===== config.mk =====
export PLATFORM = sky130hd
export DESIGN_NAME = adc_mode_gain_powerdown_ctrl
export DESIGN_NICKNAME = d
export VERILOG_FILES = /design/src/design/adc_cfg_pkg.sv /design/src/design/adc_mode_gain_powerdown_ctrl.sv /design/src/design/pd_decode.sv
export SDC_FILE = /design/constraint.sdc
export NUM_CORES = 1
export LEC_CHECK = 0
export ABC_AREA = 0
export BUFFER_PORTS_ARGS = -buffer_cell sky130_fd_sc_hd__buf_2
export CORE_MARGIN = 2
export CORE_UTILIZATION = 50
export DETAILED_ROUTE_END_ITERATION = 7
export GPL_TIMING_DRIVEN = 1
export PLACE_DENSITY = 0.8
export SYNTH_ARGS = -nofsm -noshare
export SYNTH_HDL_FRONTEND = slang
export SYNTH_SLANG_ARGS = --single-unit
export TNS_END_PERCENT = 20

===== constraint.sdc =====
create_clock -name REF_CLK -period 2.7 [get_ports REF_CLK]
set_input_delay 0.27 -clock REF_CLK [delete_from_list [all_inputs] [get_ports REF_CLK]]
set_output_delay 0.27 -clock REF_CLK [all_outputs]
set_load 0.03 [all_outputs]

===== src/design/adc_cfg_pkg.sv =====
// constants, register map and decode helpers for the converter configuration block
package adc_cfg_pkg;
  // ==========================================================
  // bus and register map
  localparam int ADDR_W = 8;
  localparam logic [ADDR_W-1:0] ADDR_CONFIG = 8'h00;
  localparam logic [ADDR_W-1:0] ADDR_STATUS = 8'h04;
  localparam logic [1:0] RESP_OKAY = 2'b00;
  localparam logic [1:0] RESP_SLVERR = 2'b10;

  // ==========================================================
  // configuration register fields
  localparam int CFG_W = 8;
  localparam int CFG_GAIN_LSB = 0;
  localparam int CFG_GAIN_MSB = 3;
  localparam int CFG_PD_LSB = 4;
  localparam int CFG_PD_MSB = 6;
  localparam int CFG_CAL_BIT = 7;
  localparam logic [CFG_W-1:0] CFG_RESET = 8'h00;

  // ==========================================================
  // status register fields
  localparam int ST_W = 11;
  localparam int ST_GAIN_LSB = 0;
  localparam int ST_GAIN_MSB = 3;
  localparam int ST_LP_BIT = 4;
  localparam int ST_FAST_BIT = 5;
  localparam int ST_CONV_BIT = 6;
  localparam int ST_PIN_MODE_BIT = 7;
  localparam int ST_REF_BIT = 8;
  localparam int ST_CAL_BIT = 9;
  localparam int ST_SRST_BIT = 10;

  // ==========================================================
  // codes
  localparam logic [3:0] GAIN_SW_CTRL = 4'h0;
  localparam logic [3:0] GAIN_RESERVED = 4'hf;
  localparam logic [3:0] GAIN_RESET = 4'h1;
  localparam logic [2:0] PD_ALL_OFF = 3'h0;
  localparam logic [2:0] PD_CONV_ONLY = 3'h1;
  localparam logic [2:0] PD_FAST_ONLY = 3'h2;
  localparam logic [2:0] PD_LP_ONLY = 3'h3;
  localparam logic [2:0] PD_COMPS_ONLY = 3'h4;
  localparam logic [2:0] PD_ALL_ON = 3'h5;
  localparam logic [2:0] PD_RESET = 3'h7;

  typedef enum logic [1:0] {
    BUS_IDLE = 2'b01,
    BUS_RESP = 2'b10
  } bus_state_t;

  // ==========================================================
  // helpers
  // a gain code is usable unless it is the software-control code or reserved
  function automatic logic gain_code_valid(input logic [3:0] code);
    gain_code_valid = (code != GAIN_SW_CTRL) && (code != GAIN_RESERVED);
  endfunction

  // amplifier gain factor for a valid code, lookup table
  function automatic logic [7:0] gain_factor(input logic [3:0] code);
    case (code)
      4'h1: gain_factor = 8'h01;
      4'h2: gain_factor = 8'h02;
      4'h3: gain_factor = 8'h03;
      4'h4: gain_factor = 8'h04;
      4'h5: gain_factor = 8'h06;
      4'h6: gain_factor = 8'h08;
      4'h7: gain_factor = 8'h0c;
      4'h8: gain_factor = 8'h10;
      4'h9: gain_factor = 8'h18;
      4'ha: gain_factor = 8'h20;
      4'hb: gain_factor = 8'h30;
      4'hc: gain_factor = 8'h40;
      4'hd: gain_factor = 8'h60;
      4'he: gain_factor = 8'h80;
      default: gain_factor = 8'h01;
    endcase
  endfunction
endpackage


===== src/design/adc_mode_gain_powerdown_ctrl.sv =====
// mode select, gain and power-down decode with axi4-lite configuration access
//
// Function
// RULE1: any gain-select pin high selects pin mode, all low selects register mode.
// RULE2: in pin mode the gain follows codes 0001..1110 as gains 1 to 128 ascending.
// RULE3: with gain pins all zero the gain comes from the configuration register.
// RULE4: in pin mode gain, power-down, reference and calibration come from the pins.
// RULE5: the power-down code comes from the register or the pins by mode.
// RULE6: power-down codes decode to the documented set of unit enables.
// RULE7: in pin mode power-down pins all low switch off every unit.
// RULE8: the controller drives 101 on the power-down pins to switch every unit on.
// RULE9: power-down code 111 acts as a reset only in pin mode.
// RULE10: that reset clears the registers and leaves every unit off.
// RULE11: after start-up in register mode units are off, gain is 1, registers clear.
// RULE12: config bits 6:4 hold the power-down code and bits 3:0 the gain code.
// RULE13: gain code 1111 is reserved and keeps the previous gain.
// RULE14: in register mode code 111 only powers down and does not clear registers.
`timescale 1ns/1ns
module adc_mode_gain_powerdown_ctrl (
  input wire logic REF_CLK,
  input wire logic RST,
  input wire logic CE,
  input wire logic [3:0] GAIN_SELECT_PINS,
  input wire logic [2:0] POWER_DOWN_CODE_PINS,
  input wire logic REFERENCE_CHOICE_PIN,
  input wire logic CAL_PIN,
  input wire logic [adc_cfg_pkg::ADDR_W-1:0] S_AXI_AWADDR,
  input wire logic S_AXI_AWVALID,
  output logic S_AXI_AWREADY,
  input wire logic [31:0] S_AXI_WDATA,
  input wire logic [3:0] S_AXI_WSTRB,
  input wire logic S_AXI_WVALID,
  output logic S_AXI_WREADY,
  output logic [1:0] S_AXI_BRESP,
  output logic S_AXI_BVALID,
  input wire logic S_AXI_BREADY,
  input wire logic [adc_cfg_pkg::ADDR_W-1:0] S_AXI_ARADDR,
  input wire logic S_AXI_ARVALID,
  output logic S_AXI_ARREADY,
  output logic [31:0] S_AXI_RDATA,
  output logic [1:0] S_AXI_RRESP,
  output logic S_AXI_RVALID,
  input wire logic S_AXI_RREADY,
  output logic PIN_MODE,
  output logic [3:0] GAIN_CODE,
  output logic [7:0] GAIN_FACTOR,
  output logic COMP_LOW_POWER_EN,
  output logic COMP_FAST_EN,
  output logic CONV_EN,
  output logic REF_INTERNAL,
  output logic CAL_REQ,
  output logic SOFT_RESET
);
  import adc_cfg_pkg::*;
  // ==========================================================
  // pin synchronisers
  logic [3:0] gsel_meta_r, gsel_sync_r;
  logic [2:0] pd_meta_r, pd_sync_r;
  logic ref_meta_r, ref_sync_r, cal_meta_r, cal_sync_r;
  // two stages; the first stage feeds only the second
  always_ff @(posedge REF_CLK or posedge RST) begin
    if (RST) begin
      gsel_meta_r <= 4'h0;
      gsel_sync_r <= 4'h0;
      pd_meta_r <= 3'h0;
      pd_sync_r <= 3'h0;
      ref_meta_r <= 1'b0;
      ref_sync_r <= 1'b0;
      cal_meta_r <= 1'b0;
      cal_sync_r <= 1'b0;
    end else if (CE) begin
      gsel_meta_r <= GAIN_SELECT_PINS;
      gsel_sync_r <= gsel_meta_r;
      pd_meta_r <= POWER_DOWN_CODE_PINS;
      pd_sync_r <= pd_meta_r;
      ref_meta_r <= REFERENCE_CHOICE_PIN;
      ref_sync_r <= ref_meta_r;
      cal_meta_r <= CAL_PIN;
      cal_sync_r <= cal_meta_r;
    end
  end
  // ==========================================================
  // mode and source selection
  logic pin_mode, soft_rst;
  logic [CFG_W-1:0] cfg_r, cfg_nxt;
  logic [3:0] src_gain;
  logic [2:0] src_pd;
  logic src_cal;
  logic lp_en, fast_en, conv_en;
  // any gain pin high means pin mode
  assign pin_mode = |gsel_sync_r; // [RULE1]
  // all-ones code resets only when pins are in charge
  assign soft_rst = pin_mode && (pd_sync_r == PD_RESET); // [RULE9] [RULE14]
  assign src_gain = pin_mode ? gsel_sync_r : cfg_r[CFG_GAIN_MSB:CFG_GAIN_LSB]; // [RULE2] [RULE3]
  assign src_pd = pin_mode ? pd_sync_r : cfg_r[CFG_PD_MSB:CFG_PD_LSB]; // [RULE5] [RULE12]
  assign src_cal = pin_mode ? cal_sync_r : cfg_r[CFG_CAL_BIT]; // [RULE4]
  pd_decode u_pd_decode (
    .pd_code(src_pd),
    .lp_en(lp_en),
    .fast_en(fast_en),
    .conv_en(conv_en)
  );
  // ==========================================================
  // effective settings, registered so data outputs come from flops, GAIN_FACTOR through a lookup on gain_r
  logic [3:0] gain_r, gain_nxt;
  logic lp_r, lp_nxt, fast_r, fast_nxt, conv_r, conv_nxt;
  logic ref_r, cal_r, cal_nxt, srst_r, pmode_r;
  // reserved or software-control codes keep the last usable gain
  always_comb begin
    gain_nxt = gain_r; // [RULE13]
    if (soft_rst) begin
      gain_nxt = GAIN_RESET; // [RULE10]
    end else if (gain_code_valid(src_gain)) begin
      gain_nxt = src_gain; // [RULE2] [RULE4]
    end
    lp_nxt = lp_en && !soft_rst; // [RULE10]
    fast_nxt = fast_en && !soft_rst;
    conv_nxt = conv_en && !soft_rst;
    cal_nxt = src_cal && !soft_rst;
  end
  // power-on state: everything off, gain 1
  always_ff @(posedge REF_CLK or posedge RST) begin
    if (RST) begin
      gain_r <= GAIN_RESET; // [RULE11]
      lp_r <= 1'b0;
      fast_r <= 1'b0;
      conv_r <= 1'b0;
      ref_r <= 1'b0;
      cal_r <= 1'b0;
      srst_r <= 1'b0;
      pmode_r <= 1'b0;
    end else if (CE) begin
      gain_r <= gain_nxt;
      lp_r <= lp_nxt;
      fast_r <= fast_nxt;
      conv_r <= conv_nxt;
      ref_r <= ref_sync_r; // [RULE4]
      cal_r <= cal_nxt;
      srst_r <= soft_rst;
      pmode_r <= pin_mode;
    end
  end
  assign PIN_MODE = pmode_r;
  assign GAIN_CODE = gain_r;
  assign GAIN_FACTOR = gain_factor(gain_r);
  assign COMP_LOW_POWER_EN = lp_r;
  assign COMP_FAST_EN = fast_r;
  assign CONV_EN = conv_r;
  assign REF_INTERNAL = ref_r;
  assign CAL_REQ = cal_r;
  assign SOFT_RESET = srst_r;
  // ==========================================================
  // axi4-lite write channel
  bus_state_t wr_state_r, wr_state_nxt;
  logic aw_got_r, aw_got_nxt, w_got_r, w_got_nxt;
  logic [ADDR_W-1:0] awaddr_r, awaddr_nxt;
  logic [31:0] wdata_r, wdata_nxt;
  logic [3:0] wstrb_r, wstrb_nxt;
  logic [1:0] bresp_r, bresp_nxt;
  logic aw_take, w_take, wr_fire;
  logic [ADDR_W-1:0] wr_addr;
  logic [31:0] wr_data;
  logic [3:0] wr_strb;
  assign S_AXI_AWREADY = (wr_state_r == BUS_IDLE) && !aw_got_r;
  assign S_AXI_WREADY = (wr_state_r == BUS_IDLE) && !w_got_r;
  assign aw_take = S_AXI_AWVALID && S_AXI_AWREADY;
  assign w_take = S_AXI_WVALID && S_AXI_WREADY;
  // address and data may come in either order
  assign wr_fire = (aw_got_r || aw_take) && (w_got_r || w_take);
  assign wr_addr = aw_got_r ? awaddr_r : S_AXI_AWADDR;
  assign wr_data = w_got_r ? wdata_r : S_AXI_WDATA;
  assign wr_strb = w_got_r ? wstrb_r : S_AXI_WSTRB;
  // write sequencing and configuration register update
  always_comb begin
    wr_state_nxt = wr_state_r;
    aw_got_nxt = aw_got_r;
    w_got_nxt = w_got_r;
    awaddr_nxt = aw_take ? S_AXI_AWADDR : awaddr_r;
    wdata_nxt = w_take ? S_AXI_WDATA : wdata_r;
    wstrb_nxt = w_take ? S_AXI_WSTRB : wstrb_r;
    bresp_nxt = bresp_r;
    cfg_nxt = cfg_r;
    case (wr_state_r)
      BUS_IDLE: begin
        aw_got_nxt = aw_got_r || aw_take;
        w_got_nxt = w_got_r || w_take;
        if (wr_fire) begin
          aw_got_nxt = 1'b0;
          w_got_nxt = 1'b0;
          wr_state_nxt = BUS_RESP;
          bresp_nxt = RESP_OKAY;
          if (wr_addr == ADDR_CONFIG) begin
            if (wr_strb[0]) begin
              cfg_nxt = wr_data[CFG_W-1:0]; // [RULE12]
            end
          end else if (wr_addr != ADDR_STATUS) begin
            bresp_nxt = RESP_SLVERR;
          end
        end
      end
      BUS_RESP: begin
        if (S_AXI_BREADY) begin
          wr_state_nxt = BUS_IDLE;
        end
      end
      default: wr_state_nxt = BUS_IDLE;
    endcase
    // pin-mode reset wins over a concurrent write
    if (soft_rst) begin
      cfg_nxt = CFG_RESET; // [RULE10]
    end
  end
  // write-side state; config starts cleared at power-on
  always_ff @(posedge REF_CLK or posedge RST) begin
    if (RST) begin
      wr_state_r <= BUS_IDLE;
      aw_got_r <= 1'b0;
      w_got_r <= 1'b0;
      awaddr_r <= '0;
      wdata_r <= 32'h0;
      wstrb_r <= 4'h0;
      bresp_r <= RESP_OKAY;
      cfg_r <= CFG_RESET; // [RULE11]
    end else if (CE) begin
      wr_state_r <= wr_state_nxt;
      aw_got_r <= aw_got_nxt;
      w_got_r <= w_got_nxt;
      awaddr_r <= awaddr_nxt;
      wdata_r <= wdata_nxt;
      wstrb_r <= wstrb_nxt;
      bresp_r <= bresp_nxt;
      cfg_r <= cfg_nxt;
    end
  end
  assign S_AXI_BVALID = (wr_state_r == BUS_RESP);
  assign S_AXI_BRESP = bresp_r;
  // ==========================================================
  // axi4-lite read channel
  bus_state_t rd_state_r, rd_state_nxt;
  logic [31:0] rdata_r, rdata_nxt;
  logic [1:0] rresp_r, rresp_nxt;
  logic [ST_W-1:0] status;
  // live state snapshot for software
  always_comb begin
    status = '0;
    status[ST_GAIN_MSB:ST_GAIN_LSB] = gain_r;
    status[ST_LP_BIT] = lp_r;
    status[ST_FAST_BIT] = fast_r;
    status[ST_CONV_BIT] = conv_r;
    status[ST_PIN_MODE_BIT] = pmode_r;
    status[ST_REF_BIT] = ref_r;
    status[ST_CAL_BIT] = cal_r;
    status[ST_SRST_BIT] = srst_r;
  end
  assign S_AXI_ARREADY = (rd_state_r == BUS_IDLE);
  // read data is captured at the address handshake
  always_comb begin
    rd_state_nxt = rd_state_r;
    rdata_nxt = rdata_r;
    rresp_nxt = rresp_r;
    case (rd_state_r)
      BUS_IDLE: begin
        if (S_AXI_ARVALID) begin
          rd_state_nxt = BUS_RESP;
          rresp_nxt = RESP_OKAY;
          if (S_AXI_ARADDR == ADDR_CONFIG) begin
            rdata_nxt = {{(32-CFG_W){1'b0}}, cfg_r};
          end else if (S_AXI_ARADDR == ADDR_STATUS) begin
            rdata_nxt = {{(32-ST_W){1'b0}}, status};
          end else begin
            rdata_nxt = 32'h0;
            rresp_nxt = RESP_SLVERR;
          end
        end
      end
      BUS_RESP: begin
        if (S_AXI_RREADY) begin
          rd_state_nxt = BUS_IDLE;
        end
      end
      default: rd_state_nxt = BUS_IDLE;
    endcase
  end
  always_ff @(posedge REF_CLK or posedge RST) begin
    if (RST) begin
      rd_state_r <= BUS_IDLE;
      rdata_r <= 32'h0;
      rresp_r <= RESP_OKAY;
    end else if (CE) begin
      rd_state_r <= rd_state_nxt;
      rdata_r <= rdata_nxt;
      rresp_r <= rresp_nxt;
    end
  end
  assign S_AXI_RVALID = (rd_state_r == BUS_RESP);
  assign S_AXI_RDATA = rdata_r;
  assign S_AXI_RRESP = rresp_r;
endmodule


===== src/design/pd_decode.sv =====
// power-down code to unit enables
`timescale 1ns/1ns
module pd_decode (
  input wire logic [2:0] pd_code,
  output logic lp_en,
  output logic fast_en,
  output logic conv_en
);
  import adc_cfg_pkg::*;
  // ==========================================================
  // code table; 110 is undefined and treated as all off for safety
  always_comb begin
    lp_en = 1'b0;
    fast_en = 1'b0;
    conv_en = 1'b0;
    case (pd_code)
      PD_CONV_ONLY: conv_en = 1'b1; // [RULE6]
      PD_FAST_ONLY: fast_en = 1'b1; // [RULE6]
      PD_LP_ONLY: lp_en = 1'b1; // [RULE6]
      PD_COMPS_ONLY: begin
        lp_en = 1'b1; // [RULE6]
        fast_en = 1'b1;
      end
      PD_ALL_ON: begin
        lp_en = 1'b1; // [RULE6] [RULE8]
        fast_en = 1'b1;
        conv_en = 1'b1;
      end
      default: begin
        lp_en = 1'b0; // [RULE6] [RULE7]
        fast_en = 1'b0;
        conv_en = 1'b0;
      end
    endcase
  end
endmodule


==> results of run 1 <==
[cell families after synthesis]
group / after synthesis / share of synthesized area
AOI/OAI and AO/OA: 58 / 0.114
other: 1 / 0.00103
DFF: 73 / 0.502
muxes: 53 / 0.160
buffers and inverters: 49 / 0.0847
and+or+nand+nor: 91 / 0.139
[cell usage after synthesis (all sizes together) (2+ instances only)]
cell type and count:
mux2 43, o22ai 3, nor3 6, a31oi 4, and3 5, mux2i 10, nor4b 2, nor3b 3
nor2 26, buf 29, nand2 23, nand3 5, o31ai 2, dfrtp 70, o21ai 20, a21oi 6
a22o 8, and3b 2, nor4 6, nand2b 4, clkbuf 10, inv 10, a32o 3, nand4 3
nor2b 4, dfstp 3, o32ai 3, a32oi 2
[path summary, 6_finish.rpt]
kind | slack, ns | start | to
setup reg to reg | 0.71 | aw_got_r | cfg_r[1]
max in group asynchronous | 1.95 | RST | cfg_r[6]
min in group asynchronous | 0.18 | RST | rd_state_r[1]
hold / removal | 0.15 | REFERENCE_CHOICE_PIN | ref_meta_r
setup / recovery | 0.71 | aw_got_r | cfg_r[1]
hold reg to reg | 0.47 | S_AXI_RDATA[5] | S_AXI_RDATA[5]
[per-layer routing]
| metal | wire [um] | track usage | vias to the layer above |
|---|---|---|---|
| met5 | 0 | 0 | - |
| met4 | 100 | 0.0719 | 0 |
| met3 | 501 | 0.0582 | 10 |
| met2 | 3480 | 0.317 | 103 |
| met1 | 3000 | 0.235 | 1257 |
| li1 | - | - | 1265 |
[flip-flops by register name, summed over array words and instances (netlist names), 2 cells and up]
name         flops
wr_state_r       2
gsel_sync_r      4
cfg_r            8
rd_state_r       2
pd_meta_r        3
wdata_r          8
gsel_meta_r      4
GAIN_CODE        4
awaddr_r         8
S_AXI_RDATA     11
pd_sync_r        3
[layout make-up]
| type | instances | area (um^2) |
|---|---|---|
| fillers | 616 | 2900 |
| flip-flops and latches | 73 | 1830 |
| multi-input cells | 225 | 1590 |
| repair buffers | 81 | 413 |
| clock buffers | 11 | 151 |
| clock inverters | 5 | 125 |
| well taps | 99 | 124 |
| inverters | 10 | 37.5 |
[power groups by stage]
stage	clock, mW	combinational (mW)	sequential (mW)
2_1_floorplan	0	0.876	1.58
3_3_place_gp	0	1.04	1.59
3_5_place_dp	0	1.06	1.62
5_1_grt	1.22	1.17	1.63
6_report	1.16	1.06	1.59
4_1_cts	1.18	1.07	1.59
[critical path, stage by stage (launching register included)]
cell and delay (ns):
dfrtp_1 0.54, nor4b_4 0.26, nand2_2 0.11, a2111oi_4 0.43
and3_1 0.38, a22o_1 0.19
==> impl_metrics.json, run 1 <==
{
  "power_frac_clock": 0.303,
  "net-switching-power_mw": 1.25,
  "final_nets": 469,
  "p_sw_frac": 0.328,
  "max_slew_margin": 0.408,
  "die_x_um": 89.4,
  "cellLeakagePower_nw": 2.03,
  "drtPass1Iterations": 5,
  "clockBufferDepth": 2,
  "synth_edf_count": 0,
  "grt_max_degree": 74,
  "dp_slack_ns": 0.743,
  "routabilityCongestion": 0.807,
  "yosys_warnings": 0,
  "end_kind": "flip-flop",
  "p_seq_frac": 0.418,
  "critPathLaunchType": "flip-flop",
  "power.internal_mw": 2.56,
  "antennaDiodeCount": 0,
  "fin_worst_skew_ns": 0.00900,
  "yosysTopAreaCell": "dfrtp_1",
  "crit_type": "reg -> reg",
  "drtIter0Drc": 110,
  "cts_hold_buf": 0,
  "antenna_found_initial": 0,
  "drt-vias-per-instance": 5.23,
  "reg2reg_depth": 5,
  "ant_nets": 0,
  "areaGrowthSynthToFinish_pct": 17.1,
  "mostFrequentLayoutCells": "buf_2 (78), dfrtp_1 (70), mux2_2 (41)",
  "setup_viol": 0,
  "grt_pass1_wl_mm": 11.6,
  "place_inst": 488,
  "max-cap-violations": 0,
  "instances_no_fill": 504,
  "synthFlopType": "dfrtp_1",
  "clk_pin_slew_ns": 0.08,
  "grt_pass1_vias": 2516,
  "setup_ws_ns": 0.715,
  "hold_slack_ns": 0.146,
  "cts_post_setup_buffers_inserted": 0,
  "slew_violations": 0,
  "rows": 31,
  "min_path_type": "in -> reg",
  "coreArea_um2": 7180,
  "syn_inst": 325,
  "yosysUniqueCellTypes": 51,
  "fin_total_pwr_mw": 3.81,
  "final_common_cell": "buf_2",
  "rsz0062_at_grt": "false",
  "drive_above_1_share": 0.380,
  "design_area_um2": 4270,
  "grt_usage": 0.191,
  "cts_root_buf": "clkbuf_8",
  "vdd_drop_max_mv": 0.419,
  "clock_latency_ns": 0.35,
  "start_util": 0.508,
  "worstMarginPinSlew_ns": 0.888,
  "htree_levels": 3,
  "netlist_area_um2": 3650,
  "finalHoldViolations": 0,
  "fin_setup_tns_ns": 0,
  "fmax_mhz": 504,
  "path_max_fanout": 8,
  "drcViolationCount": 0,
  "die-area_um2": 7990,
  "port_buffers": 78,
  "drt-total-wl_mm": 7.08,
  "wl_per_cell_um": 14.1,
  "cts_buffers": 9,
  "required_ns": 2.98,
  "synthTopCellsByArea": "dfrtp_1 (48%), mux2_2 (13%), buf_4 (4.9%)",
  "power_frac_comb": 0.279,
  "worstPathArrival_ns": 2.26,
  "placed_area_um2": 4000,
  "yosysSeqAreaShare": 0.502,
  "synth_top_area_share": 0.480,
  "min_period_over_period": 0.735,
  "ioPinCount": 129,
  "worst_hold_path.num_cells": 2,
  "cts_resized": 0,
  "die_h_um": 89.4,
  "grt-ovfl-total": 0,
  "clock_sinks": 73,
  "ys_seq_elements": 73,
  "dp_hpwl_mm": 5.17,
  "synth-async-reset-ratio": 1.00,
  "syn_avg_cell_area_um2": 11.2,
  "run_status": "finished clean",
  "num_vias": 2635,
  "utilization": 0.595,
  "cts_tree": "done",
  "powerDensity_nw_per_um2": 892,
  "fin_crit_ns": 1.99
}
No activity file was read; power rests on OpenSTA's default activity.
==> run 2: changes to the inputs <==
CORE_UTILIZATION = 45   (was 50)
PLACE_DENSITY = 0.76   (was 0.8)
clock period = 1.8 ns   (was 2.7 ns; I/O delays follow)
==> impl_metrics.json, run 2 (synthesized netlist as in run 1, its figures left out) <==
{
  "run_status": "finished clean",
  "clk_pin_slew_ns": 0.08,
  "ioPinCount": 129,
  "min_period_over_period": 0.965,
  "rsz0062_at_grt": "true",
  "final_nets": 489,
  "use_met1": 0.231,
  "hold_slack_ns": 0.0608,
  "max_slew_margin": 0.605,
  "grt_pass1_wl_mm": 12.1,
  "drtPass1Iterations": 4,
  "end_kind": "flip-flop",
  "grt_max_degree": 27,
  "top_usage_layer": "met2",
  "antenna_found_initial": 0,
  "clock_latency_ns": 0.35,
  "worstReg2RegStart": "wr_state_r[0]",
  "rows": 32,
  "slew_violations": 0,
  "htree_levels": 3,
  "worstMarginPinSlew_ns": 0.592,
  "grt-ovfl-total": 0,
  "drtIter0Drc": 67,
  "crit_type": "reg -> reg",
  "drive_above_1_share": 0.413,
  "wl_per_cell_um": 14.1,
  "die_x_um": 94.0,
  "fin_crit_ns": 1.74,
  "fin_worst_skew_ns": 0.0147,
  "areaGrowthSynthToFinish_pct": 20.4,
  "port_buffers": 78,
  "cp_cell_sequence": "and3b_2 > o22ai_2 > a2111oi_4 > and3_4 > a22o_1",
  "path_max_fanout": 8,
  "cts_buffers": 9,
  "crit_path_start": "wr_state_r[0]",
  "min_path_type": "in -> reg",
  "antennaDiodeCount": 0,
  "die-area_um2": 8840,
  "num_vias": 2694,
  "min-delay-start": "GAIN_SELECT_PINS[2]",
  "grt_pass1_vias": 2623,
  "coreArea_um2": 7810,
  "start_util": 0.467,
  "mostFrequentLayoutCells": "buf_2 (79), dfrtp_1 (68), mux2_2 (41)",
  "finalHoldViolations": 0,
  "dp_slack_ns": -0.0241,
  "routabilityCongestion": 0.855,
  "cpPeakStageDelay_ns": 0.56,
  "n_fill_cell": 708,
  "drcViolationCount": 0,
  "met2_usage": 0.279,
  "critPathLaunchType": "flip-flop",
  "vdd_drop_max_mv": 0.788,
  "drt-vias-per-instance": 5.12,
  "grt_usage": 0.174,
  "ant_nets": 0,
  "largest_reg_flops": 11,
  "worstPathArrival_ns": 2.01,
  "cts_root_buf": "clkbuf_8",
  "cellLeakagePower_nw": 2.08,
  "final_common_cell": "buf_2",
  "required_ns": 2.07,
  "powerDensity_nw_per_um2": 1210,
  "drt-total-wl_mm": 7.41,
  "cp_slowest_cell": "dfstp_2",
  "fmax_mhz": 576,
  "use_met3": 0.0385,
  "dp_hpwl_mm": 5.55,
  "clock_sinks": 73,
  "clockBufferDepth": 2,
  "die_h_um": 94.0,
  "setup_ws_ns": 0.0638,
  "max-cap-violations": 0,
  "setup_viol": 0,
  "cts_tree": "done"
}
run 2: changes by cell type in the layout (fill, tap and decap cells not counted), sizes merged:
cell	before	now
clkbuf	11	15
clkinvlp	0	1
dlygate4sd3	0	1
clkinv	1	0
inv	10	9
buf	81	100
bufinv	4	0
run 2: timing repair:
action                                 CTS  global route
hold buffers                             1             0
resized for setup                        3             9
pin swaps                                3             7
setup endpoints to repair                8            19
gates cloned                             0             1
setup buffers                            2             1
endpoints found under the hold margin   19             0
run 2: where the power goes:
part | switching [mW] | leakage, nW | internal [mW]
clock network | 0.560 | 0.0898 | 0.609
registers | 0.326 | 0.900 | 2.02
logic | 1.01 | 1.09 | 0.808
total | 1.89 | 2.08 | 3.44
run 2: final cells by class:
| cell class | count | area (um^2) | share of cell area |
|---|---|---|---|
| inverters | 10 | 41.3 | 0.00940 |
| multi-input cells | 225 | 1640 | 0.373 |
| clock buffers | 15 | 176 | 0.0402 |
| repair buffers | 101 | 576 | 0.131 |
| well taps | 102 | 128 | 0.0291 |
| flip-flops and latches | 73 | 1830 | 0.417 |
run 2: layer usage:
metal  wire length (um)  vias to the layer above
met4                127                        0
li1                   -                     1304
met3                441                       10
met5                  0                        -
met1               3380                     1278
met2               3460                      102
run 2: metrics by stage:
stage | utilization | cell area, um^2 | cells | power [mW] | TNS [ns]
after detailed placement | 0.529 | 4130 | 506 | 4.11 | -0.157
final | 0.563 | 4390 | 526 | 5.33 | 0
after global placement | 0.529 | 4130 | 506 | 4.04 | -0.0134
after CTS | 0.556 | 4340 | 524 | 5.30 | 0
after global routing | 0.563 | 4390 | 526 | 5.64 | -0.229
after floorplan | - | 3730 | 347 | 3.68 | -0.350
run 2: path summary, 6_finish.rpt:
kind | cells past startpoint | slack [ns] | to
worst max register to register | 5 | 0.06 | cfg_r[0]
max in group asynchronous | 4 | 0.74 | GAIN_CODE[0]
worst max-delay path | 5 | 0.06 | cfg_r[0]
worst min-delay path | 2 | 0.06 | gsel_meta_r[2]
min in group asynchronous | 3 | 0.44 | gsel_sync_r[1]
worst min register to register | 2 | 0.48 | gsel_sync_r[3]
run 2: worst max-delay path, delay by kind of cell (launching register included):
kind / cells / cell delay, ns
flops: 1 / 0.56
simple gates: 2 / 0.48
compound gates: 3 / 0.63
==> run 3: changes to the inputs <==
CORE_UTILIZATION = 35   (was 45)
PLACE_DENSITY = not set   (was 0.76)
==> impl_metrics.json, run 3 (synthesized netlist as in run 1, its figures left out) <==
{
  "top_layer": "met4",
  "worst_hold_path.num_cells": 2,
  "cts_tree": "done",
  "ant_nets": 0,
  "clock_sinks": 73,
  "wl_per_cell_um": 13.6,
  "multi_input_area_um2": 1610,
  "start_util": 0.356,
  "die-area_um2": 11300,
  "cp_num_buf_inv": 0,
  "clk_pin_slew_ns": 0.09,
  "rows": 37,
  "ff_latch_area_um2": 1830,
  "powerDensity_nw_per_um2": 1270,
  "grt_max_degree": 74,
  "power.internal_mw": 3.64,
  "required_ns": 2.08,
  "reg2reg_depth": 5,
  "fin_setup_tns_ns": 0,
  "drt-total-wl_mm": 7.52,
  "p_seq_frac": 0.414,
  "met3WireLength_um": 497,
  "port_buffers": 78,
  "routed-wl-met2_mm": 3.38,
  "p_sw_frac": 0.350,
  "rsz0062_at_grt": "true",
  "drtPass1Iterations": 4,
  "finalHoldViolations": 0,
  "instances_no_fill": 554,
  "largest_reg_flops": 11,
  "vdd_drop_max_mv": 0.620,
  "critPathTopFamily": "compound AO/OA/AOI/OAI gates",
  "slew_violations": 0,
  "cp_slowest_cell": "dfstp_2",
  "clock_latency_ns": 0.35,
  "grt_usage": 0.141,
  "fmax_mhz": 563,
  "grt_pass1_wl_mm": 12.6,
  "areaGrowthSynthToFinish_pct": 21.0,
  "fin_worst_skew_ns": 0.0120,
  "n_fill_cell": 1025,
  "cp.depth": 5,
  "critPathLaunchType": "flip-flop",
  "coreArea_um2": 10200,
  "drcViolationCount": 0,
  "grt-ovfl-total": 0,
  "htree_levels": 3,
  "mostFrequentLayoutCells": "buf_2 (78), dfrtp_1 (69), mux2_2 (41)",
  "ioPinCount": 129,
  "antennaDiodeCount": 0,
  "setup_viol": 0,
  "min_period_over_period": 0.988,
  "fin_crit_ns": 1.78,
  "die_h_um": 106,
  "clockBufferDepth": 2,
  "routabilityCongestion": 0.791,
  "final_common_cell": "buf_2",
  "drive_above_1_share": 0.407,
  "worstPathArrival_ns": 2.06,
  "drtIter0Drc": 88,
  "fin_total_pwr_mw": 5.59,
  "drt-vias-per-instance": 4.86,
  "cp_cell_sequence": "and3b_2 > o22ai_2 > a2111oi_4 > and3_4 > a22o_1",
  "cpPeakStageDelay_ns": 0.56,
  "hold_slack_ns": 0.0523,
  "min_path_type": "in -> reg",
  "place_inst": 536,
  "run_status": "finished clean",
  "path_max_fanout": 8,
  "cts_root_buf": "clkbuf_8",
  "final_nets": 482,
  "end_kind": "flip-flop",
  "grt_pass1_vias": 2632,
  "cts_buffers": 9,
  "crit_type": "reg -> reg",
  "num_vias": 2692,
  "drt-met1-wl_mm": 3.51,
  "antenna_found_initial": 0,
  "die_x_um": 106,
  "power_frac_clock": 0.263,
  "cellLeakagePower_nw": 2.07,
  "net-switching-power_mw": 1.96,
  "max-cap-violations": 0,
  "dp_hpwl_mm": 5.60,
  "power_frac_comb": 0.323
}
## run 3: changes by cell type in the layout (fill, tap and decap cells not counted), sizes merged
cell / change
bufinv: +2
clkinvlp: +1
inv: +1
clkinv: +2
clkbuf: -5
buf: -7
## run 3: worst paths after layout
kind	end	start	slack, ns
worst max register to register	cfg_r[4]	wr_state_r[0]	0.02
worst max-delay path	cfg_r[4]	wr_state_r[0]	0.02
max in group asynchronous	GAIN_CODE[0]	RST	0.98
worst min register to register	S_AXI_RDATA[7]	S_AXI_RDATA[7]	0.47
min in group asynchronous	awaddr_r[2]	RST	0.48
worst min-delay path	cal_meta_r	CAL_PIN	0.05
## run 3: timing repair
item                       4_1_cts  5_1_grt
pin swaps                        4        4
hold endpoints to repair        70        0
hold buffers                     1        0
gates resized for setup          4        3
setup buffers                    0        1
setup endpoints to repair        8       15
## run 3: layout make-up
class | count | area share
Clock buffer | 10 | 0.0312
Clock inverter | 6 | 0.0204
Inverter | 10 | 0.00935
Multi-Input combinational cell | 225 | 0.366
Sequential cell | 73 | 0.415
Tap cell | 136 | 0.0385
Timing Repair Buffer | 94 | 0.120
## run 3: worst reg2reg max path, cell delays in order, from the launching register on
cell,delay (ns)
dfstp_2,0.56
and3b_2,0.19
o22ai_2,0.10
a2111oi_4,0.42
and3_4,0.31
a22o_1,0.13
## run 3: per-stage QoR
stage	cell area, um^2	setup slack (ns)	util
finish	4410	0.0223	0.431
global route	4410	-0.0625	0.431
floorplan	3730	-0.191	-
CTS	4390	0.00997	0.429
detailed placement	4140	-0.0655	0.405
global placement	4140	-0.0177	0.405
## run 3: metal layers
layer / up-vias / track usage
met4: 0 / 0.0564
li1: 1297 / -
met5: - / 0
met3: 11 / 0.0362
met1: 1286 / 0.189
met2: 98 / 0.218
## run 3: power by group through the flow
stage	clock [mW]	sequential (mW)	combinational, mW
2_1_floorplan	0	2.37	1.31
3_3_place_gp	0	2.32	1.74
3_5_place_dp	0	2.34	1.77
4_1_cts	1.51	2.32	1.79
5_1_grt	1.57	2.37	1.97
6_report	1.47	2.32	1.80
